===== src/cycle_event_pkg.sv =====
/*
  Shared constants for the link cycle timer and link event logic:
  register offsets, field layouts, flag positions, reset values and timing counts.
  Assumes a single 50 MHz reference clock and a synchronous active-low reset.
*/
`default_nettype none

package cycle_event_pkg;

  ////////////////////////////////////////////////////////////////////////////////
  // register port geometry and byte offsets
  localparam int unsigned      ADDR_W        = 8;
  localparam int unsigned      DATA_W        = 32;
  localparam logic [7:0]       OFF_GEN_CTRL  = 8'h00;
  localparam logic [7:0]       OFF_EVT_ACK   = 8'h08;
  localparam logic [7:0]       OFF_EVT_ENA   = 8'h0C;
  localparam logic [7:0]       OFF_CYC_TIMER = 8'h10;

  ////////////////////////////////////////////////////////////////////////////////
  // general control fields
  localparam int unsigned      CTRL_W        = 2;
  localparam int unsigned      CTRL_TMR_EN   = 0;
  localparam int unsigned      CTRL_MASTER   = 1;
  localparam logic [1:0]       CTRL_RESET    = 2'h0;

  ////////////////////////////////////////////////////////////////////////////////
  // event flag positions in the acknowledge and enable registers
  localparam int unsigned      EVT_W         = 19;
  localparam int unsigned      EVT_BUSY_ACK  = 0;
  localparam int unsigned      EVT_HDR_ERR   = 1;
  localparam int unsigned      EVT_TCODE_ERR = 2;
  localparam int unsigned      EVT_CYC_TOUT  = 3;
  localparam int unsigned      EVT_SEC_INC   = 4;
  localparam int unsigned      EVT_CYC_START = 5;
  localparam int unsigned      EVT_CYC_DONE  = 6;
  localparam int unsigned      EVT_CYC_PEND  = 7;
  localparam int unsigned      EVT_CYC_LOST  = 8;
  localparam int unsigned      EVT_FAIR_GAP  = 9;
  localparam logic [18:0]      EVT_RESET     = 19'h00000;
  localparam logic [18:0]      ENA_RESET     = 19'h00000;

  ////////////////////////////////////////////////////////////////////////////////
  // cycle timer fields and wrap points
  localparam int unsigned      SEC_HI        = 31;
  localparam int unsigned      SEC_LO        = 25;
  localparam int unsigned      NUM_HI        = 24;
  localparam int unsigned      NUM_LO        = 12;
  localparam int unsigned      OFS_HI        = 11;
  localparam int unsigned      OFS_LO        = 0;
  localparam logic [11:0]      OFFSET_MAX    = 12'hBFF;
  localparam logic [12:0]      NUMBER_MAX    = 13'h1F3F;
  localparam logic [31:0]      TIMER_RESET   = 32'h0000_0000;

  ////////////////////////////////////////////////////////////////////////////////
  // timing: longest isochronous cycle and rollovers before a cycle is lost
  localparam int unsigned      CLK_KHZ       = 50000;
  localparam int unsigned      CYC_LIMIT_NS  = 125000;
  localparam int unsigned      CYC_LIMIT_CYC = (CYC_LIMIT_NS / 1000) * CLK_KHZ / 1000; // ordered to stay within 32 bits
  localparam int unsigned      TOUT_W        = 16;
  localparam logic [1:0]       LOST_WRAPS    = 2'h2;

endpackage

`default_nettype wire


===== src/cycle_time_counter.sv =====
/*
  Seconds / cycle number / cycle offset counter of the bus cycle timer.
  Assumes run and load come from logic on the same clock; ticks at half ref_clk.
*/
`default_nettype none

module cycle_time_counter
  import cycle_event_pkg::*;
(
  input  wire logic        ref_clk,
  input  wire logic        rst_n,
  input  wire logic        run,
  input  wire logic        load,
  input  wire logic [31:0] load_val,
  output logic      [31:0] value,
  output logic             sec_inc,
  output logic             offset_wrap,
  output logic             offset_zero
);

  logic        tick_r;
  logic [6:0]  sec_r;
  logic [12:0] num_r;
  logic [11:0] ofs_r;
  logic        step;
  logic        ofs_end;
  logic        num_end;

  assign step    = run && tick_r;
  assign ofs_end = (ofs_r == OFFSET_MAX);
  assign num_end = (num_r == NUMBER_MAX);
  assign value   = {sec_r, num_r, ofs_r};

  ////////////////////////////////////////////////////////////////////////////////
  // divide by two for the offset tick
  always_ff @(posedge ref_clk) begin
    if (!rst_n) begin
      tick_r <= 1'b0;
    end else begin
      tick_r <= ~tick_r;
    end
  end

  // counter fields with carry chain
  always_ff @(posedge ref_clk) begin
    if (!rst_n) begin
      sec_r <= TIMER_RESET[SEC_HI:SEC_LO];
      num_r <= TIMER_RESET[NUM_HI:NUM_LO];
      ofs_r <= TIMER_RESET[OFS_HI:OFS_LO];
    end else if (load) begin
      sec_r <= load_val[SEC_HI:SEC_LO];
      num_r <= load_val[NUM_HI:NUM_LO];
      ofs_r <= load_val[OFS_HI:OFS_LO];
    end else if (step) begin
      if (ofs_end) begin
        ofs_r <= '0;
        if (num_end) begin
          num_r <= '0;
          sec_r <= sec_r + 7'h01;
        end else begin
          num_r <= num_r + 13'h0001;
        end
      end else begin
        ofs_r <= ofs_r + 12'h001;
      end
    end
  end

  // one-cycle event pulses
  always_ff @(posedge ref_clk) begin
    if (!rst_n) begin
      sec_inc     <= 1'b0;
      offset_wrap <= 1'b0;
      offset_zero <= 1'b1; // offset is zero out of reset
    end else begin
      sec_inc     <= !load && step && ofs_end && num_end;
      offset_wrap <= !load && step && ofs_end;
      offset_zero <= (!load && step && ofs_end) || (load && load_val[OFS_HI:OFS_LO] == 12'h000);
    end
  end
endmodule

`default_nettype wire


===== src/link_cycle_timer_and_events.sv =====
/*
  Link cycle timer and link event flags with their enable mirror and a plain
  register port. Assumes all event inputs are one-cycle pulses from link logic
  on ref_clk (50 MHz); read data appear the cycle after the read strobe.
*/
// Local design decision: the plain strobed port.
// Summary of operation
// - set busy-sent flag when receiver answers busy after its buffer overflowed
// - set header error flag on header CRC error of a possibly local packet
// - set transaction code error flag on invalid code at transmit buffer
// - cycle over 125 us from start to fair gap: flag it, drop cycle master
// - set seconds flag whenever the seconds field advances
// - set cycle started flag on cycle start sent or received
// - set cycle done flag on fair gap after cycle start; writing zero keeps it
// - cycle pending rises when offset becomes zero, holds until cycle ends
// - not cycle master: two rollovers without received cycle start set cycle lost
// - enable register mirrors flags; one lets a flag interrupt, zero blocks it
// - disabled flags are still recorded and readable
// - enable bits 18 down to 0, reset to zero
// - cycle timer counts only while the timer enable control bit is set
// - seconds in bits 31..25, 1 Hz, read/write, reset zero; here about 1.017 Hz from the 25 MHz offset tick
// - cycle number in bits 24..12 at 8 kHz, read/write; here about 8138 Hz, one step per 3072 offset ticks at 25 MHz
// - cycle offset in bits 11..0 at 24.576 MHz, read/write; here it ticks at half ref_clk, 25 MHz
// - set fair gap flag when bus idles for a fair gap
`default_nettype none

module link_cycle_timer_and_events
  import cycle_event_pkg::*;
#(
  parameter int unsigned TIMEOUT_CYCLES = CYC_LIMIT_CYC
)
(
  input  wire logic        ref_clk,
  input  wire logic        rst_n,
  input  wire logic [7:0]  reg_addr,
  input  wire logic [31:0] reg_wdata,
  input  wire logic        reg_wr,
  input  wire logic        reg_rd,
  output logic      [31:0] reg_rdata,
  input  wire logic        rx_busy_ack_sent,
  input  wire logic        rx_header_crc_err,
  input  wire logic        tx_tcode_err,
  input  wire logic        tx_cycle_start_sent,
  input  wire logic        rx_cycle_start_rcvd,
  input  wire logic        bus_fair_gap,
  output logic             link_event_irq,
  output logic             cycle_master_en,
  output logic             cycle_pending
);

  ////////////////////////////////////////////////////////////////////////////////
  // address decode shared by the write and read paths
  function automatic logic addr_hit(input logic [7:0] addr, input logic [7:0] offset);
    addr_hit = (addr == offset);
  endfunction

  logic [1:0]        ctrl_r;
  logic [1:0]        ctrl_nxt;
  logic [EVT_W-1:0]  ena_r;
  logic [EVT_W-1:0]  flags_r;
  logic [EVT_W-1:0]  flags_nxt;
  logic [EVT_W-1:0]  evt_set;
  logic [EVT_W-1:0]  evt_clr;
  logic              cyc_active_r;
  logic [TOUT_W-1:0] tout_cnt_r;
  logic              tout_hit;
  logic [1:0]        lost_cnt_r;
  logic              lost_hit;
  logic              cyc_start;
  logic              cyc_done;
  logic              wr_ctrl;
  logic              wr_ack;
  logic              wr_ena;
  logic              wr_timer;
  logic [31:0]       timer_val;
  logic              sec_inc;
  logic              offset_wrap;
  logic              offset_zero;
  logic [TOUT_W-1:0] tout_limit;

  assign tout_limit = TOUT_W'(TIMEOUT_CYCLES);

  ////////////////////////////////////////////////////////////////////////////////
  // write strobes per register
  assign wr_ctrl  = reg_wr && addr_hit(reg_addr, OFF_GEN_CTRL);
  assign wr_ack   = reg_wr && addr_hit(reg_addr, OFF_EVT_ACK);
  assign wr_ena   = reg_wr && addr_hit(reg_addr, OFF_EVT_ENA);
  assign wr_timer = reg_wr && addr_hit(reg_addr, OFF_CYC_TIMER);

  // cycle boundaries seen on the bus
  assign cyc_start = tx_cycle_start_sent || rx_cycle_start_rcvd;
  assign cyc_done  = bus_fair_gap && cyc_active_r;

  ////////////////////////////////////////////////////////////////////////////////
  // cycle timer counter
  cycle_time_counter u_counter (
    .ref_clk     (ref_clk),
    .rst_n       (rst_n),
    .run         (ctrl_r[CTRL_TMR_EN]),
    .load        (wr_timer),
    .load_val    (reg_wdata),
    .value       (timer_val),
    .sec_inc     (sec_inc),
    .offset_wrap (offset_wrap),
    .offset_zero (offset_zero)
  );

  ////////////////////////////////////////////////////////////////////////////////
  // general control: timer enable and cycle master
  always_comb begin
    ctrl_nxt = ctrl_r;
    if (wr_ctrl) begin
      ctrl_nxt = reg_wdata[CTRL_W-1:0];
    end
    if (tout_hit) begin
      ctrl_nxt[CTRL_MASTER] = 1'b0; // timeout beats a software write
    end
  end

  always_ff @(posedge ref_clk) begin
    if (!rst_n) begin
      ctrl_r <= CTRL_RESET;
    end else begin
      ctrl_r <= ctrl_nxt;
    end
  end

  ////////////////////////////////////////////////////////////////////////////////
  // isochronous cycle in progress, from cycle start to fair gap
  always_ff @(posedge ref_clk) begin
    if (!rst_n) begin
      cyc_active_r <= 1'b0;
    end else if (cyc_start) begin
      cyc_active_r <= 1'b1;
    end else if (bus_fair_gap) begin
      cyc_active_r <= 1'b0;
    end
  end

  // cycle length counter, saturating one past the limit
  always_ff @(posedge ref_clk) begin
    if (!rst_n) begin
      tout_cnt_r <= '0;
    end else if (cyc_start || !cyc_active_r) begin
      tout_cnt_r <= '0;
    end else if (tout_cnt_r <= tout_limit) begin
      tout_cnt_r <= tout_cnt_r + {{(TOUT_W-1){1'b0}}, 1'b1};
    end
  end

  // the limit is passed exactly once per overlong cycle
  assign tout_hit = cyc_active_r && !cyc_start && !bus_fair_gap && (tout_cnt_r == tout_limit);

  ////////////////////////////////////////////////////////////////////////////////
  // rollovers without a received cycle start while not cycle master
  always_ff @(posedge ref_clk) begin
    if (!rst_n) begin
      lost_cnt_r <= 2'h0;
    end else if (rx_cycle_start_rcvd || ctrl_r[CTRL_MASTER] || lost_hit) begin
      lost_cnt_r <= 2'h0;
    end else if (offset_wrap) begin
      lost_cnt_r <= lost_cnt_r + 2'h1;
    end
  end

  assign lost_hit = !ctrl_r[CTRL_MASTER] && !rx_cycle_start_rcvd && offset_wrap
                    && (lost_cnt_r + 2'h1 == LOST_WRAPS);

  ////////////////////////////////////////////////////////////////////////////////
  // hardware events feeding the flags
  always_comb begin
    evt_set                = '0;
    evt_set[EVT_BUSY_ACK]  = rx_busy_ack_sent;
    evt_set[EVT_HDR_ERR]   = rx_header_crc_err;
    evt_set[EVT_TCODE_ERR] = tx_tcode_err;
    evt_set[EVT_CYC_TOUT]  = tout_hit;
    evt_set[EVT_SEC_INC]   = sec_inc;
    evt_set[EVT_CYC_START] = cyc_start;
    evt_set[EVT_CYC_DONE]  = cyc_done;
    evt_set[EVT_CYC_LOST]  = lost_hit;
    evt_set[EVT_FAIR_GAP]  = bus_fair_gap;
  end

  // write one to clear; a zero leaves a flag alone, pending is hardware-owned
  always_comb begin
    evt_clr               = wr_ack ? reg_wdata[EVT_W-1:0] : '0;
    evt_clr[EVT_CYC_PEND] = 1'b0;
    flags_nxt             = (flags_r & ~evt_clr) | evt_set; // set beats clear
    if (offset_zero) begin
      flags_nxt[EVT_CYC_PEND] = 1'b1;
    end else if (cyc_done) begin
      flags_nxt[EVT_CYC_PEND] = 1'b0;
    end
  end

  always_ff @(posedge ref_clk) begin
    if (!rst_n) begin
      flags_r <= EVT_RESET;
    end else begin
      flags_r <= flags_nxt;
    end
  end

  ////////////////////////////////////////////////////////////////////////////////
  // interrupt enable mirror
  always_ff @(posedge ref_clk) begin
    if (!rst_n) begin
      ena_r <= ENA_RESET;
    end else if (wr_ena) begin
      ena_r <= reg_wdata[EVT_W-1:0];
    end
  end

  ////////////////////////////////////////////////////////////////////////////////
  // status outputs
  always_ff @(posedge ref_clk) begin
    if (!rst_n) begin
      link_event_irq  <= 1'b0;
      cycle_master_en <= 1'b0;
      cycle_pending   <= 1'b0;
    end else begin
      link_event_irq  <= |(flags_r & ena_r);
      cycle_master_en <= ctrl_r[CTRL_MASTER];
      cycle_pending   <= flags_r[EVT_CYC_PEND];
    end
  end

  ////////////////////////////////////////////////////////////////////////////////
  // read data, valid only in the cycle after the strobe
  always_ff @(posedge ref_clk) begin
    if (!rst_n) begin
      reg_rdata <= 32'h0000_0000;
    end else if (!reg_rd) begin
      reg_rdata <= 32'h0000_0000;
    end else if (addr_hit(reg_addr, OFF_GEN_CTRL)) begin
      reg_rdata <= {{(DATA_W-CTRL_W){1'b0}}, ctrl_r};
    end else if (addr_hit(reg_addr, OFF_EVT_ACK)) begin
      reg_rdata <= {{(DATA_W-EVT_W){1'b0}}, flags_r};
    end else if (addr_hit(reg_addr, OFF_EVT_ENA)) begin
      reg_rdata <= {{(DATA_W-EVT_W){1'b0}}, ena_r};
    end else if (addr_hit(reg_addr, OFF_CYC_TIMER)) begin
      reg_rdata <= timer_val;
    end else begin
      reg_rdata <= 32'h0000_0000; // unmapped
    end
  end
endmodule

`default_nettype wire


===== config.mk =====
export PLATFORM = sky130hd
export DESIGN_NAME = link_cycle_timer_and_events
export DESIGN_NICKNAME = d
export VERILOG_FILES = /design/src/cycle_event_pkg.sv /design/src/cycle_time_counter.sv /design/src/link_cycle_timer_and_events.sv
export SDC_FILE = /design/constraint.sdc
export NUM_CORES = 1
export LEC_CHECK = 0
export BUFFER_PORTS_ARGS = -buffer_cell sky130_fd_sc_hd__buf_4
export CAP_MARGIN = 5
export CORE_MARGIN = 2
export CORE_UTILIZATION = 46
export CTS_BUF_LIST = sky130_fd_sc_hd__clkbuf_8
export CTS_CLUSTER_SIZE = 8
export DETAILED_ROUTE_END_ITERATION = 6
export GPL_TIMING_DRIVEN = 0
export HOLD_SLACK_MARGIN = 0.08
export MAX_ROUTING_LAYER = met4
export PLACE_DENSITY = 0.66
export REMOVE_ABC_BUFFERS = 1
export SETUP_SLACK_MARGIN = 0.15
export SLEW_MARGIN = 20
export SYNTH_ARGS = -nofsm -noshare
export SYNTH_HDL_FRONTEND = slang
export SYNTH_SLANG_ARGS = --single-unit

===== constraint.sdc =====
create_clock -name ref_clk -period 4.7 [get_ports ref_clk]
set_input_delay 0.705 -clock ref_clk [delete_from_list [all_inputs] [get_ports ref_clk]]
set_output_delay 0.705 -clock ref_clk [all_outputs]
set_load 0.005 [all_outputs]

After elaboration in Yosys (flattened, before gate mapping)

Index checks and enable logic that the tools add are counted.

Bits in latches: 0
Memories: 0
Register bits: 130
Memory bits (read-only): 0
Output and inout bits: 35
Input bits: 50
RAM bits: 0

Multiply operators: 0
Reductions and logical operators: 42
Add/sub/neg operators: 5
Bitwise operators: 8
Divide/modulo/power cells: 0
Equality and inequality tests: 7
Magnitude comparators: 1
Multiplexer cells: 20
Shift operators: 0

Operator list:

| operator                                              | count |
|---|---|
| 2-to-1 mux 19 bit                                     | 4 |
| 2-to-1 mux 13 bit                                     | 4 |
| bitwise AND 19 bit                                    | 2 |
| 2-to-1 mux 12 bit                                     | 3 |
| 2-to-1 mux 7 bit                                      | 4 |
| inverter 19 bit                                       | 1 |
| OR 19 x 10 -> 19 bit                                  | 1 |
| OR reduction 19 bit                                   | 1 |
| adder 16 x 1 -> 16 bit, second input constant         | 1 |
| == test 16 x 13 -> 1 bit, second input constant       | 1 |
| == test 8 x 4 -> 1 bit, second input constant         | 2 |
| <= comparator 16 x 13 -> 1 bit, second input constant | 1 |
| logical AND 1 bit                                     | 16 |
| adder 13 x 1 -> 13 bit, second input constant         | 1 |
| == test 13 bit, second input constant                 | 1 |
| adder 12 x 1 -> 12 bit, second input constant         | 1 |
| == test 12 bit, second input constant                 | 1 |
| zero test 12 bit                                      | 1 |
| == test 8 x 5 -> 1 bit, second input constant         | 1 |
| zero test 8 bit                                       | 1 |
| nonzero test 2 bit                                    | 4 |
| adder 7 x 1 -> 7 bit, second input constant           | 1 |
| zero test 1 bit                                       | 6 |
| OR reduction 2 bit                                    | 3 |
| other kinds (10)                                      | 21 |

Longest topological paths before layout

Depth in word-level cells: 8
Depth in mapped cells: 8
Depth with buffers taken out: 7

Modules after synthesis

Synthesis repeated with hierarchy kept, for this count alone.

Cells, all modules: 705
Area total of the unflattened synthesis: 6080.8 um^2

By module, submodules not included:

| module                      | instances | area each (um^2) | cells an instance | sequential area each (um^2) |
|---|---|---|---|---|
| link_cycle_timer_and_events | 1         | 3849.9           | 420               | 1881.8 |
| cycle_time_counter          | 1         | 2230.9           | 285               | 720.7 |

Worst setup path after synthesis

No wires, ideal clock.

Kind: in2reg
Start point: input port reg_addr[1]
End point: register ena_r[18]
Library setup time: 0.070 ns
Data arrival time: 2.114 ns
Path buffers: 2
Slack: 2.516 ns
Cell stages on the path: 7
Path through: nor4_1 > and4_1 > and2_1 > clkbuf_1 > clkbuf_1 > nand2_1 > a21oi_1

Longest elaborated chain between the ends: 2

Ends and longest elaborated chain:

| item                   | line                               | source |
|---|---|---|
| start: declaration     | link_cycle_timer_and_events.sv:35  | `input wire logic [7:0] reg_addr,` |
| == test 8 x 4 -> 1 bit | link_cycle_timer_and_events.sv:54  | `addr_hit = (addr == offset);` |
| logical AND 1 bit      | link_cycle_timer_and_events.sv:87  | `assign wr_ena = reg_wr && addr_hit(reg_addr, OFF_EVT_ENA);` |
| end signal: assignment | link_cycle_timer_and_events.sv:210 | `ena_r <= reg_wdata[EVT_W-1:0];` |
| end: declaration       | link_cycle_timer_and_events.sv:59  | `logic [EVT_W-1:0] ena_r;` |

No other way between the ends.
A chain may end at the register's enable or synchronous reset.

Worst setup path after layout

Start point: input port reg_addr[1]
End point: register reg_rdata[28]

Longest elaborated chain between the ends: 3
Elaborated cells on any way between the ends: 6
Classes of those cells: 3 x eq/ne; 1 x bitwise; 2 x reduce/logical

Ends and longest elaborated chain:

| item                                  | line                               | source |
|---|---|---|
| == test 8 x 5 -> 1 bit                | link_cycle_timer_and_events.sv:54  |  |
| inverter 1 bit (no source line)       | n/a                                |  |
| OR reduction 6 bit (no source line) * | n/a                                |  |
| end signal: assignment                | link_cycle_timer_and_events.sv:236 | `reg_rdata <= {{(DATA_W-CTRL_W){1'b0}}, ctrl_r};` |
| end signal: assignment                | link_cycle_timer_and_events.sv:238 | `reg_rdata <= {{(DATA_W-EVT_W){1'b0}}, flags_r};` |
| end signal: assignment                | link_cycle_timer_and_events.sv:240 | `reg_rdata <= {{(DATA_W-EVT_W){1'b0}}, ena_r};` |
| end: declaration                      | link_cycle_timer_and_events.sv:39  | `output logic [31:0] reg_rdata,` |

Every way passes the cells marked *; elsewhere a longest branch is shown, timed or not.

==> results.py <==
metrics = {
    "run_status": {
        "status": "finished clean",
    },
    "placed_design": {
        "dp_cells": 858,
        "numPortBuffers": 84,
        "hpwl_mm": 10.66,
        "place_ws_ps": 1573,
        "place.gp.congestion": 0.8821,
    },
    "critical_path": {
        "cp_max_fo": 20,
        "reg2regPathDepth": 6,
        "setup.worst_path.end_class": "flop",
        "cp.arrival_ps": 3070,
        "r2r_setup_slack_ps": 2320,
        "crit_required_ps": 5080,
        "start_kind": "input pin",
        "reg2reg_to": "tout_cnt_r[3]$_SDFFE_PP0P_",
        "crit_type": "input pin to flop",
        "reg2reg_from": "tout_cnt_r[1]$_SDFFE_PP0P_",
        "startpoint": "reg_addr[1]",
    },
    "power": {
        "sequentialPowerShare_pct": 54.0,
        "power.internal_uw": 1600,
        "peakVddDrop_mv": 0.1642,
        "pwr-share-clk_pct": 41.8,
        "p_leak_uw": 0.002510,
        "power_density_nw_per_um2": 308.0,
        "netSwitchingFraction_pct": 22.76,
        "p_comb_share_pct": 4.1,
        "power.switching_uw": 471.5,
    },
    "timing": {
        "final_max_slew_viol_count": 0,
        "min_period_ps": 2692,
        "slew_headroom_pct": 34.76,
        "rsz0062_at_grt": "no",
        "hold_violations": 0,
        "layout_setup_ws_ps": 2008,
        "max_freq_ghz": 0.3714,
        "fin_skew_ps": 9.824,
        "fin_crit_sh_pct": 57.28,
        "setup_viol": 0,
        "tightest_slew_ps": 972.1,
        "tns_ps": 0,
    },
    "global_routing": {
        "grt_max_degree": 47,
        "grt_pass1_vias": 5043,
        "grt_overflow": 0,
        "antenna_found_initial": 0,
        "grt_pass1_wl_mm": 25.16,
        "grt_usage_pct": 25.07,
    },
    "finish": {
        "antenna_cells": 0,
        "areaGrowthSynthToFinish_pct": 18.75,
        "drive_above_1_share_pct": 17.23,
        "final_common_cell": "dfxtp_1",
        "final_cells": 890,
        "fin_nets": 786,
        "final_cell_mix": "dfxtp_1, nand2_1, buf_4",
    },
    "clock_network": {
        "cts_hold_buf": 0,
        "cts.reportedPaths.clkPinSlew_ps": 70,
        "cts_buffers": 17,
        "postCtsSetupRepairBufs": 0,
        "cts_sinks": 130,
        "htree_num_levels": 4,
        "cts-root-buf": "clkbuf_8",
        "worstSkewPairLatency_ps": 450,
        "cts_resized": 0,
        "clockBufferDepth": 2,
        "cts_tree": "built",
    },
    "floorplan": {
        "num_rows": 40,
        "die_h_um": 115.0,
        "die_w_um": 115.0,
        "dieArea_um2": 13220,
        "start_util_pct": 47.16,
        "io_pins": 85,
        "design.core.area_um2": 12010,
    },
    "route": {
        "drc": 0,
        "wire_per_inst_um": 17.63,
        "drt_iter0_markers": 536,
        "first_pass_iters": 6,
        "routed_wl_mm": 15.69,
        "via_per_inst": 5.964,
        "ant_nets": 0,
        "vias": 5308,
    },
    "hold_path": {
        "whs_path_depth": 2,
        "hold_end": "flags_r[13]$_SDFF_PN0_",
        "hold_path.class": "input pin to flop",
        "hold_start": "reg_wdata[13]",
    },
    "logic_synthesis": {
        "synth_edf_count": 0,
        "synth.avg_cell_area_um2": 8.530,
        "synthCells": 664,
        "synth_seq_cells": 130,
        "netlist_area_um2": 5664,
        "yosysWarnings": 0,
        "async_flop_share_pct": 0,
        "synth_ff_type": "dfxtp_1",
        "synth_seq_area_share_pct": 45.95,
        "ys_types": 56,
    },
    "run": {
        "cap_violations": 0,
    },
}
[metrics by stage]
stage,power (uW),hold WS [ps],instance area [um^2],util (%)
floorplan,1165,413.0,5513,-
global placement,1227,433.2,6327,52.68
detailed placement,1229,439.6,6360,52.95
CTS,2084,427.0,6726,56.00
global route,2138,432.5,6726,56.00
finish,2071,452.1,6726,56.00
[per-layer routing]
layer	up-vias	GRT usage, %	wire, um
li1	2571	-	-
met1	2509	32.14	6990
met2	202	39.10	7273
met3	26	4.481	1105
met4	0	10.44	320
met5	-	-	0
[cell type report]
class                   instances  area [um^2]
multi-input cells             483         2867
fillers                      1141         5285
flip-flops and latches        130         2603
inverters                      13        48.80
well taps                     147        183.9
clock inverters                 8        36.28
repair buffers                 85        658.1
clock buffers                  24        330.3
[logic make-up after synthesis]
group,Yosys count,share of synthesized area [%]
adder cells (fa/ha/maj),6,1.325
buffers and inverters,51,3.534
AND/OR/NAND/NOR,270,25.51
XOR/XNOR,17,2.629
multiplexers,7,1.259
flip-flops,130,45.95
AO/OA/AOI/OAI,183,19.79
[registers in the layout, indices dropped and copies added (netlist names), 2 cells and up]
signal / count
reg_rdata: 32
ctrl_r: 2
tout_cnt_r: 16
u_counter.sec_r: 7
u_counter.num_r: 13
flags_r: 19
lost_cnt_r: 2
u_counter.ofs_r: 12
ena_r: 19
[how the worst max path moves through the flow]
stage          slack (ps)                               end  cells after the start
2_1_floorplan        1940  u_counter.num_r[10]$_SDFFE_PN0P_                      5
3_3_place_gp          710  u_counter.num_r[11]$_SDFFE_PN0P_                      6
3_5_place_dp         1570          reg_rdata[28]$_SDFF_PP0_                      5
4_1_cts              2030          reg_rdata[28]$_SDFF_PP0_                      5
5_1_grt              1710          reg_rdata[28]$_SDFF_PP0_                      5
6_report             2010          reg_rdata[28]$_SDFF_PP0_                      5
[power groups by stage]
| stage | clock [uW] | sequential, uW | combinational (uW) |
|---|---|---|---|
| final | 867 | 1120 | 85.8 |
| after global routing | 925 | 1120 | 94.2 |
| after CTS | 880 | 1120 | 85.8 |
| after detailed placement | 0 | 1140 | 85.4 |
| after global placement | 0 | 1140 | 83.5 |
| after floorplan | 0 | 1140 | 24.8 |
[Yosys cell counts, types with 16 or more instances]
library cell | number | share of area [%]
a22oi_1 | 19 | 2.5
o21ai_0 | 37 | 3.3
nor2_1 | 39 | 2.6
a21oi_1 | 73 | 6.5
nand3_1 | 28 | 2.5
dfxtp_1 | 130 | 46
nand2_1 | 87 | 5.8
and2_1 | 23 | 2.5
clkbuf_1 | 33 | 2.2
nand4_1 | 16 | 1.8
nor3_1 | 16 | 1.4
[critical path: stages]
cell     delay (ps)
buf_4           120
nor4b_1         580
and2_1          800
nor2b_1         640
and2_1          220
No activity file was read; power rests on OpenSTA's default activity.
